### config.mk
export PLATFORM = sky130hd
export DESIGN_NAME = bbt_blanking
export DESIGN_NICKNAME = d
export VERILOG_FILES = /design/src/verilog/bbt_pkg.sv /design/src/verilog/bbt_blanking.sv
export VERILOG_INCLUDE_DIRS = /design/src /design/src/verilog
export SDC_FILE = /design/constraint.sdc
export NUM_CORES = 1
export LEC_CHECK = 0
export BUFFER_PORTS_ARGS = -buffer_cell sky130_fd_sc_hd__buf_4
export CAP_MARGIN = 20
export CORE_MARGIN = 2
export CORE_UTILIZATION = 55
export CTS_CLUSTER_DIAMETER = 60
export CTS_CLUSTER_SIZE = 14
export DETAILED_ROUTE_END_ITERATION = 12
export PLACE_DENSITY_LB_ADDON = 0.12
export SYNTH_ARGS = -nofsm -noshare
export SYNTH_HDL_FRONTEND = slang
export SYNTH_SLANG_ARGS = --single-unit
### constraint.sdc
create_clock -name clk -period 6.15 [get_ports clk]
set_input_delay 0.9225 -clock clk [delete_from_list [all_inputs] [get_ports clk]]
set_output_delay 0.9225 -clock clk [all_outputs]
set_load 0.02 [all_outputs]
### src/verilog/bbt_cfg.svh
// Purpose: constants for the beam blanking and teach control block
// Assumes: 100 MHz clock, 16-beam receiver
// Notes: all counts and field positions live here
`ifndef BBT_CFG_SVH
`define BBT_CFG_SVH

// ****************************************
// geometry and timing
// ****************************************
`define BBT_BEAMS 16
`define BBT_CNT_W 5
`define BBT_MAX_AREAS 5'h0A
`define BBT_SIZE_TOL 5'h01
`define BBT_RR_MAX 5'h02
`define BBT_CLK_HZ 100000000
`define BBT_MS_CYCLES (`BBT_CLK_HZ / 1000)
`define BBT_MS_W 13
`define BBT_TEACH_MIN_MS 13'h0096
`define BBT_TEACH_MAX_MS 13'h0FA0
`define BBT_CTRL_WIN_MS 13'h01F4
`define BBT_BLINK_MS 13'h00FA

// ****************************************
// operating modes
// ****************************************
`define BBT_MODE_1 3'h1
`define BBT_MODE_2 3'h2
`define BBT_MODE_3 3'h3
`define BBT_MODE_4 3'h4
`define BBT_MODE_6 3'h6

// ****************************************
// register map and fields
// ****************************************
`define BBT_ADDR_CTRL 2'h0
`define BBT_ADDR_STAT 2'h1
`define BBT_ADDR_MASK 2'h2
`define BBT_ADDR_SIZE 2'h3
`define BBT_CTRL_RST 8'h01
`define BBT_F_MODE_HI 2
`define BBT_F_MODE_LO 0
`define BBT_F_FG1 3
`define BBT_F_FLOAT 4

`endif

### src/verilog/bbt_pkg.sv
// Purpose: types for the beam blanking and teach control block
// Assumes: nothing
// Notes: states only; numbers sit in bbt_cfg.svh
package bbt_pkg;
	typedef enum logic [0:0] {TS_IDLE, TS_RUN} bbt_teach_st_t;
	typedef enum logic [1:0] {CS_WAIT, CS_ARMED, CS_WINDOW} bbt_ctl_st_t;
endpackage

### src/verilog/bbt_blanking.sv
// Purpose: fixed/floating blanking, key teach, antivalent control, reduced resolution
// Assumes: scan results arrive as a one-cycle scan_done with the blocked beam map
// Notes: operator pins are synchronised; evaluation happens once per scan
// Overview of operation
// - fixed blanking of up to ten areas
// - fixed blanking without tolerance, modes 1-3
// - modes 4 and 6 widen areas one beam
// - valid key press starts teach, indicator flashes
// - second valid press ends teach, steady blue
// - teaching a free field clears blanking, indicator off
// - size drift over one beam aborts teach
// - floating blanking of up to ten areas
// - floating blanking switchable in mode 3
// - floating teach learns size and range
// - floating blanking forces reduced resolution
// - floating blanking extends response by one scan
// - complementary inputs inverted within half second
// - control switching only in modes 1 and 3
// - valid switch lights indicator, monitors areas
// - missing blanked objects switch outputs off
// - reduced resolution tolerates small objects
// - small objects not checked for presence
// - reduced resolution by mode 3 group one
//
// The register addresses and the strobed register port were chosen for this implementation.
`timescale 1ns/10ps
`include "bbt_cfg.svh"

module bbt_blanking #(
	parameter int MS_CYCLES = `BBT_MS_CYCLES
) (
	// clock and reset
	input wire logic clk,
	input wire logic rst_b,
	// register port
	input wire logic [1:0] reg_addr,
	input wire logic [15:0] reg_wdata,
	input wire logic reg_wr,
	input wire logic reg_rd,
	output logic [15:0] reg_rdata,
	// scan results
	input wire logic scan_done,
	input wire logic [`BBT_BEAMS-1:0] beam_blocked,
	// operator pins
	input wire logic teach_key,
	input wire logic ctrl_a,
	input wire logic ctrl_b,
	// outputs
	output logic safety_switch_output,
	output logic blanking_indicator,
	output logic teach_error
);

	// ****************************************
	// helpers
	// ****************************************
	function automatic logic [`BBT_CNT_W-1:0] popcnt(input logic [`BBT_BEAMS-1:0] v);
		logic [`BBT_CNT_W-1:0] c;
		c = '0;
		for (int i = 0; i < `BBT_BEAMS; i++) begin
			c = c + {{(`BBT_CNT_W-1){1'b0}}, v[i]};
		end
		return c;
	endfunction

	// ****************************************
	// registers and millisecond tick
	// ****************************************
	logic [7:0] ctrl_r;
	logic [2:0] mode;
	logic fg1, float_en, ms_tick;
	logic [31:0] div_r;

	// software settings: mode, function group one, floating enable
	always_ff @(posedge clk) begin
		if (!rst_b) begin
			ctrl_r <= `BBT_CTRL_RST;
		end else if (reg_wr && reg_addr == `BBT_ADDR_CTRL) begin
			ctrl_r <= reg_wdata[7:0];
		end
	end
	assign mode = ctrl_r[`BBT_F_MODE_HI:`BBT_F_MODE_LO];
	assign fg1 = ctrl_r[`BBT_F_FG1];
	assign float_en = ctrl_r[`BBT_F_FLOAT];

	// one-cycle tick per millisecond drives every slow timer
	always_ff @(posedge clk) begin
		if (!rst_b || ms_tick) begin
			div_r <= '0;
		end else begin
			div_r <= div_r + 32'h00000001;
		end
	end
	assign ms_tick = (div_r == 32'(MS_CYCLES - 1));

	// ****************************************
	// pin synchronisers
	// ****************************************
	logic [2:0] s1_r, s2_r;
	logic key_d_r;

	always_ff @(posedge clk) begin
		if (!rst_b) begin
			s1_r <= 3'h0;
			s2_r <= 3'h0;
			key_d_r <= 1'b0;
		end else begin
			s1_r <= {ctrl_b, ctrl_a, teach_key};
			s2_r <= s1_r;
			key_d_r <= s2_r[0];
		end
	end

	// ****************************************
	// key press timing
	// ****************************************
	logic [`BBT_MS_W-1:0] press_ms_r;
	logic key_rel, press_valid;

	// counts press length; saturates just past the window so long holds stay invalid
	always_ff @(posedge clk) begin
		if (!rst_b || !s2_r[0]) begin
			press_ms_r <= '0;
		end else if (ms_tick && press_ms_r <= `BBT_TEACH_MAX_MS) begin
			press_ms_r <= press_ms_r + 13'h0001;
		end
	end
	assign key_rel = key_d_r && !s2_r[0];
	assign press_valid = key_rel && press_ms_r >= `BBT_TEACH_MIN_MS
		&& press_ms_r <= `BBT_TEACH_MAX_MS;

	// ****************************************
	// teach sequence
	// ****************************************
	bbt_pkg::bbt_teach_st_t teach_st_r;
	logic [`BBT_BEAMS-1:0] acc_r, mask_r;
	logic [`BBT_CNT_W-1:0] ref_r, size_r, scan_cnt, areas;
	logic ref_ok_r, u71_r, drift, teach_bad;

	assign scan_cnt = popcnt(beam_blocked);
	assign drift = ref_ok_r && (scan_cnt > ref_r + `BBT_SIZE_TOL
		|| ref_r > scan_cnt + `BBT_SIZE_TOL);
	// area starts are beams blocked whose lower neighbour is clear
	assign areas = popcnt(acc_r & ~{acc_r[`BBT_BEAMS-2:0], 1'b0});
	// too many areas or both sync beams blanked cannot be stored
	assign teach_bad = areas > `BBT_MAX_AREAS
		|| (acc_r[0] && acc_r[`BBT_BEAMS-1]);

	// teach state: start, learn range and size, end or abort
	always_ff @(posedge clk) begin
		if (!rst_b) begin
			teach_st_r <= bbt_pkg::TS_IDLE;
			acc_r <= '0;
			mask_r <= '0;
			ref_r <= '0;
			size_r <= '0;
			ref_ok_r <= 1'b0;
			u71_r <= 1'b0;
		end else begin
			unique case (teach_st_r)
				bbt_pkg::TS_IDLE: begin
					if (press_valid) begin
						teach_st_r <= bbt_pkg::TS_RUN;
						acc_r <= '0;
						ref_ok_r <= 1'b0;
						u71_r <= 1'b0;
					end
				end
				bbt_pkg::TS_RUN: begin
					if (scan_done && drift) begin
						teach_st_r <= bbt_pkg::TS_IDLE;
						u71_r <= 1'b1;
					end else if (press_valid) begin
						teach_st_r <= bbt_pkg::TS_IDLE;
						if (teach_bad) begin
							u71_r <= 1'b1;
						end else begin
							mask_r <= acc_r;
							size_r <= ref_r;
						end
					end else if (scan_done) begin
						// union of all scans is the movement range
						acc_r <= acc_r | beam_blocked;
						if (!ref_ok_r) begin
							ref_r <= scan_cnt;
							ref_ok_r <= 1'b1;
						end
					end
				end
			endcase
		end
	end

	// ****************************************
	// antivalent control inputs
	// ****************************************
	bbt_pkg::bbt_ctl_st_t ctl_st_r;
	logic [`BBT_MS_W-1:0] win_ms_r;
	logic lvl_a_r, blank_on_r, ctl_mode, ctl_ok, a_s, b_s;

	assign a_s = s2_r[1];
	assign b_s = s2_r[2];
	assign ctl_mode = mode == `BBT_MODE_1 || mode == `BBT_MODE_3;

	// a toggle needs complementary levels, then both inverted inside the window
	always_ff @(posedge clk) begin
		if (!rst_b) begin
			ctl_st_r <= bbt_pkg::CS_WAIT;
			lvl_a_r <= 1'b0;
			win_ms_r <= '0;
		end else begin
			unique case (ctl_st_r)
				bbt_pkg::CS_WAIT: begin
					if (a_s != b_s) begin
						ctl_st_r <= bbt_pkg::CS_ARMED;
						lvl_a_r <= a_s;
					end
				end
				bbt_pkg::CS_ARMED: begin
					win_ms_r <= '0;
					if (a_s != lvl_a_r && b_s == lvl_a_r) begin
						lvl_a_r <= a_s;
					end else if (a_s != lvl_a_r || b_s == lvl_a_r) begin
						ctl_st_r <= bbt_pkg::CS_WINDOW;
					end
				end
				bbt_pkg::CS_WINDOW: begin
					if (a_s != lvl_a_r && b_s == lvl_a_r) begin
						ctl_st_r <= bbt_pkg::CS_ARMED;
						lvl_a_r <= a_s;
					end else if (a_s == lvl_a_r && b_s != lvl_a_r) begin
						ctl_st_r <= bbt_pkg::CS_ARMED;
					end else if (win_ms_r >= `BBT_CTRL_WIN_MS) begin
						ctl_st_r <= bbt_pkg::CS_WAIT;
					end else if (ms_tick) begin
						win_ms_r <= win_ms_r + 13'h0001;
					end
				end
			endcase
		end
	end
	// a full inversion seen directly or inside the window is a valid sequence
	assign ctl_ok = (ctl_st_r != bbt_pkg::CS_WAIT) && a_s != lvl_a_r
		&& b_s == lvl_a_r && (ctl_st_r == bbt_pkg::CS_ARMED
		|| win_ms_r < `BBT_CTRL_WIN_MS);

	// blanking switch state; outside modes 1 and 3 it is held on
	always_ff @(posedge clk) begin
		if (!rst_b || !ctl_mode) begin
			blank_on_r <= 1'b1;
		end else if (ctl_ok) begin
			blank_on_r <= !blank_on_r;
		end
	end

	// ****************************************
	// scan evaluation
	// ****************************************
	logic tol, float_act, rr_act, blank_act, present, field_ok, scan_ok;
	logic [`BBT_BEAMS-1:0] area, in_area, outside;
	logic pend_r, safe_r;

	assign tol = mode == `BBT_MODE_4 || mode == `BBT_MODE_6;
	assign float_act = mode == `BBT_MODE_3 && float_en && blank_on_r;
	assign rr_act = (mode == `BBT_MODE_3 && fg1) || float_act;
	assign blank_act = blank_on_r && |mask_r && teach_st_r == bbt_pkg::TS_IDLE;
	// tolerance widens each area one beam each side
	assign area = tol ? (mask_r | {mask_r[`BBT_BEAMS-2:0], 1'b0}
		| {1'b0, mask_r[`BBT_BEAMS-1:1]}) : mask_r;
	assign in_area = beam_blocked & area;
	assign outside = blank_act ? (beam_blocked & ~area) : beam_blocked;
	// fixed areas without tolerance need every beam blocked; tolerant or floating areas need any
	assign present = !blank_act || ((tol || float_act) ? |in_area
		: in_area == mask_r);
	// small objects outside areas pass without presence check
	assign field_ok = outside == '0
		|| (rr_act && popcnt(outside) <= `BBT_RR_MAX);
	assign scan_ok = present && field_ok;

	// output decision per scan; floating blanking allows one extra scan
	always_ff @(posedge clk) begin
		if (!rst_b || teach_st_r == bbt_pkg::TS_RUN) begin
			safe_r <= 1'b0;
			pend_r <= 1'b0;
		end else if (scan_done) begin
			if (scan_ok) begin
				safe_r <= 1'b1;
				pend_r <= 1'b0;
			end else if (float_act && !pend_r && safe_r) begin
				pend_r <= 1'b1;
			end else begin
				safe_r <= 1'b0;
				pend_r <= 1'b0;
			end
		end
	end

	// ****************************************
	// indicator
	// ****************************************
	logic [`BBT_MS_W-1:0] blink_ms_r;
	logic blink_r, ind_r;

	// flash rate is a free-running half period
	always_ff @(posedge clk) begin
		if (!rst_b) begin
			blink_ms_r <= '0;
			blink_r <= 1'b0;
		end else if (ms_tick) begin
			if (blink_ms_r >= `BBT_BLINK_MS - 13'h0001) begin
				blink_ms_r <= '0;
				blink_r <= !blink_r;
			end else begin
				blink_ms_r <= blink_ms_r + 13'h0001;
			end
		end
	end

	// flashing while teaching, steady while areas are monitored, else dark
	always_ff @(posedge clk) begin
		if (!rst_b) begin
			ind_r <= 1'b0;
		end else if (teach_st_r == bbt_pkg::TS_RUN) begin
			ind_r <= blink_r;
		end else begin
			ind_r <= blank_act;
		end
	end

	assign safety_switch_output = safe_r;
	assign blanking_indicator = ind_r;
	assign teach_error = u71_r;

	// ****************************************
	// register read
	// ****************************************
	always_ff @(posedge clk) begin
		if (!rst_b) begin
			reg_rdata <= '0;
		end else if (reg_rd) begin
			unique case (reg_addr)
				`BBT_ADDR_CTRL: reg_rdata <= {8'h00, ctrl_r};
				`BBT_ADDR_STAT: reg_rdata <= {8'h00, areas[3:0], blank_on_r,
					safe_r, u71_r, teach_st_r == bbt_pkg::TS_RUN};
				`BBT_ADDR_MASK: reg_rdata <= mask_r;
				`BBT_ADDR_SIZE: reg_rdata <= {11'h000, size_r};
			endcase
		end else begin
			reg_rdata <= '0;
		end
	end
endmodule

==> results.py <==
metrics = {
    "synth": {
        "syn-num-nets": 1068,
        "synth.area.top_cells": "dfxtp_1, fa_1, ha_1",
        "yosysTopAreaCellShare_pct": 36.6,
        "async_flop_share_pct": 0,
        "synth_edf_count": 0,
        "synth_cells": 957,
        "synth-seq-cells": 155,
        "synth_top_cell_by_area": "dfxtp_1",
        "synth_area_mm2": 0.00847,
        "yosysSeqAreaShare_pct": 36.6,
        "synthFlopType": "dfxtp_1",
        "synthTopCellsByCount": "dfxtp_1, nor2_1, inv_1",
        "synth_most_common_cell": "dfxtp_1",
        "ys_types": 78,
        "synth_warnings": 0,
        "syn_avg_cell_area_um2": 8.85,
    },
    "placed_design": {
        "gp_congestion": 0.911,
        "dp_cells": 1172,
        "portBuffers": 52,
        "dp_hpwl_mm": 14.6,
    },
    "power_and_ir_drop": {
        "power_density_mw_per_mm2": 295,
        "p_leak_nw": 3.91,
        "vdd.ir_drop.worst_v": 0.000251,
    },
    "critical_path": {
        "reg2reg_to": "mask_r[12]",
        "crit_start": "beam_blocked[0]",
        "worstPathArrival_ns": 6.03,
        "crit-reg2reg-launch": "acc_r[15]",
        "startpoint_type": "primary input",
        "cp_max_fo": 16,
        "critPathCapture": "acc_r[15]",
        "reg2reg_depth": 15,
        "cp-end-kind": "flop",
        "crit_type": "in -> reg",
        "crit_required_ns": 6.52,
        "r2r_setup_slack_ns": 0.75,
    },
    "floorplanning": {
        "core-area_mm2": 0.0151,
        "dieArea_mm2": 0.0164,
        "die_w_um": 128,
        "io_pins": 61,
        "die_height_um": 128,
        "start_util_pct": 55.9,
        "row_count": 45,
    },
    "cts": {
        "cts_sinks": 155,
        "cts_max_path_buffers": 2,
        "post_cts_buffers": 0,
        "root_buffer": "clkbuf_16",
        "cts_tree": "done",
        "cts_buffers": 17,
        "clock_latency_ns": 0.43,
        "h-tree-depth": 4,
        "hold_buffers": 0,
        "clk_pin_slew_ns": 0.07,
        "ctsResizeCount": 0,
    },
    "sta": {
        "tns_ns": 0,
        "setup_violations": 0,
        "timing.hold.ws_ns": 0.435,
        "max_slew_margin_pct": 29.9,
        "period_share_pct": 92.1,
        "fin_worst_skew_ns": 0.00838,
        "finalHoldViolCount": 0,
        "tightest_slew_ns": 1.05,
        "clock.fmax_mhz": 177,
        "rsz0062_at_grt": "false",
        "finalCriticalPeriod_ns": 5.66,
        "finalMaxSlewViolations": 0,
    },
    "route": {
        "vias": 6702,
        "totalWireLength_mm": 19.6,
        "final_antenna_net_count": 0,
        "highest_layer": "met4",
        "post_drt_wl_per_cell_um": 16.3,
        "dr_wl_met3_um": 775,
        "route.met2.wl_mm": 9.27,
        "firstDrtPassIters": 4,
        "drc": 0,
        "routed_via_density": 5.57,
        "wl_met1_mm": 9.02,
        "drt_iter0_markers": 356,
    },
    "flow_run": {
        "maxCapViolations": 0,
    },
    "final_layout": {
        "antenna_cells": 0,
        "final_nets": 1114,
        "stdcell_count": 1204,
        "area_growth_syn_to_layout_pct": 13.5,
        "final_layout_size_suffix_gt1_share_pct": 12.5,
    },
    "global_routing": {
        "grt_max_degree": 33,
        "grt_pass1_wl_mm": 32.1,
        "overflow": 0,
        "antenna_found_initial": 0,
        "grtUsageTotal_pct": 24.8,
        "grt_pass1_vias": 6438,
    },
    "hold_path": {
        "hp-class": "reg -> reg",
    },
    "run_status": {
        "outcome": "finished, final reports clean",
    },
}
-- sequential cells by signal (all words and copies together) (netlist names), 5 cells and up --
signal and flops:
mask_r 16, win_ms_r 13, reg_rdata 16, size_r 5, press_ms_r 13, acc_r 16
ref_r 5, blink_ms_r 13, ctrl_r 8, div_r 32
-- through the flow --
stage	setup WS [ns]	total power [mW]	util [%]	instance area [µm²]
2_1_floorplan	0.509	1.58	-	8470
3_3_place_gp	0.0937	1.76	59.5	9010
5_1_grt	0.226	3.01	63.5	9620
6_report	0.488	2.83	63.5	9620
3_5_place_dp	0.0830	1.77	59.5	9010
4_1_cts	0.496	2.85	63.5	9620
-- cell families (layout without fill, tap and decap cells) --
logic type	Yosys count	count (layout)	share of synthesized area, %
XOR/XNOR	59	59	6.10
multiplexers	22	22	3.38
buffers and inverters	109	168	5.40
AND/OR/NAND/NOR	356	356	21.3
AO/OA/AOI/OAI	187	187	14.5
flip-flops	155	155	36.6
adder cells (fa/ha/maj)	69	69	12.8
-- power breakdown --
| part | internal, mW | total, mW | switching, mW |
|---|---|---|---|
| Clock | 0.614 | 1.08 | 0.461 |
| Combinational | 0.332 | 0.732 | 0.400 |
| Sequential | 1.02 | 1.03 | 0.0107 |
-- layout make-up --
cell class              count  area, µm²
multi-input cells         693       4920
clock inverters            15        176
repair buffers             62        478
well taps                 188        235
fillers                  1314       5530
inverters                  74        278
flip-flops and latches    155       3100
clock buffers              17        425
-- placed cells by master (no fill, tap or decap), types with 3 or more instances in the layout --
cell type and instances:
inv_1 74, nand4_1 10, mux4_2 4, inv_6 5
clkbuf_16 17, or3_1 7, xnor2_1 35, nand2b_1 8
a21oi_1 55, nor2_1 119, fa_1 29, and3_1 12
nor3_1 11, a21o_1 4, nor2b_1 27, ha_1 40
o21ba_2 4, mux2i_1 17, inv_8 4, a22o_1 20
buf_4 61, xor2_1 24, nor4_1 9, dfxtp_1 155
nand3_1 51, nand2_1 49, o21ai_0 49, and2_1 17
or2_2 8, o22ai_1 8, a31oi_1 7, o21a_1 9
clkinvlp_4 3, and4_1 6
-- worst min path at each step --
stage,start,end,slack (ns),depth (start not counted)
CTS,s1_r[2],s2_r[2],0.44,1
floorplan,s1_r[0],s2_r[0],0.41,1
global placement,s1_r[2],s2_r[2],0.41,1
global route,s1_r[2],s2_r[2],0.46,1
detailed placement,s1_r[2],s2_r[2],0.42,1
finish,s1_r[2],s2_r[2],0.44,1
-- layer usage --
metal	vias up	GRT usage (%)
met1	3144	32.3
met3	34	5.84
li1	3380	-
met4	0	8.53
met5	-	0
met2	144	40.5
-- worst max-delay path, cell delays in order --
cell and delay, ns:
buf_4 0.11, inv_1 0.08, fa_1 0.56, fa_1 0.45, fa_1 0.56, fa_1 0.42
inv_1 0.07, ha_1 0.16, inv_1 0.05, fa_1 0.49, inv_1 0.06, ha_1 0.27
inv_1 0.04, ha_1 0.27, nor2b_1 0.14, o21a_1 0.16, o21ai_0 0.13, a21oi_1 0.13
o21ai_0 0.17, and3_1 0.55, a22o_1 0.23
Power figures use the tool's default switching activity.
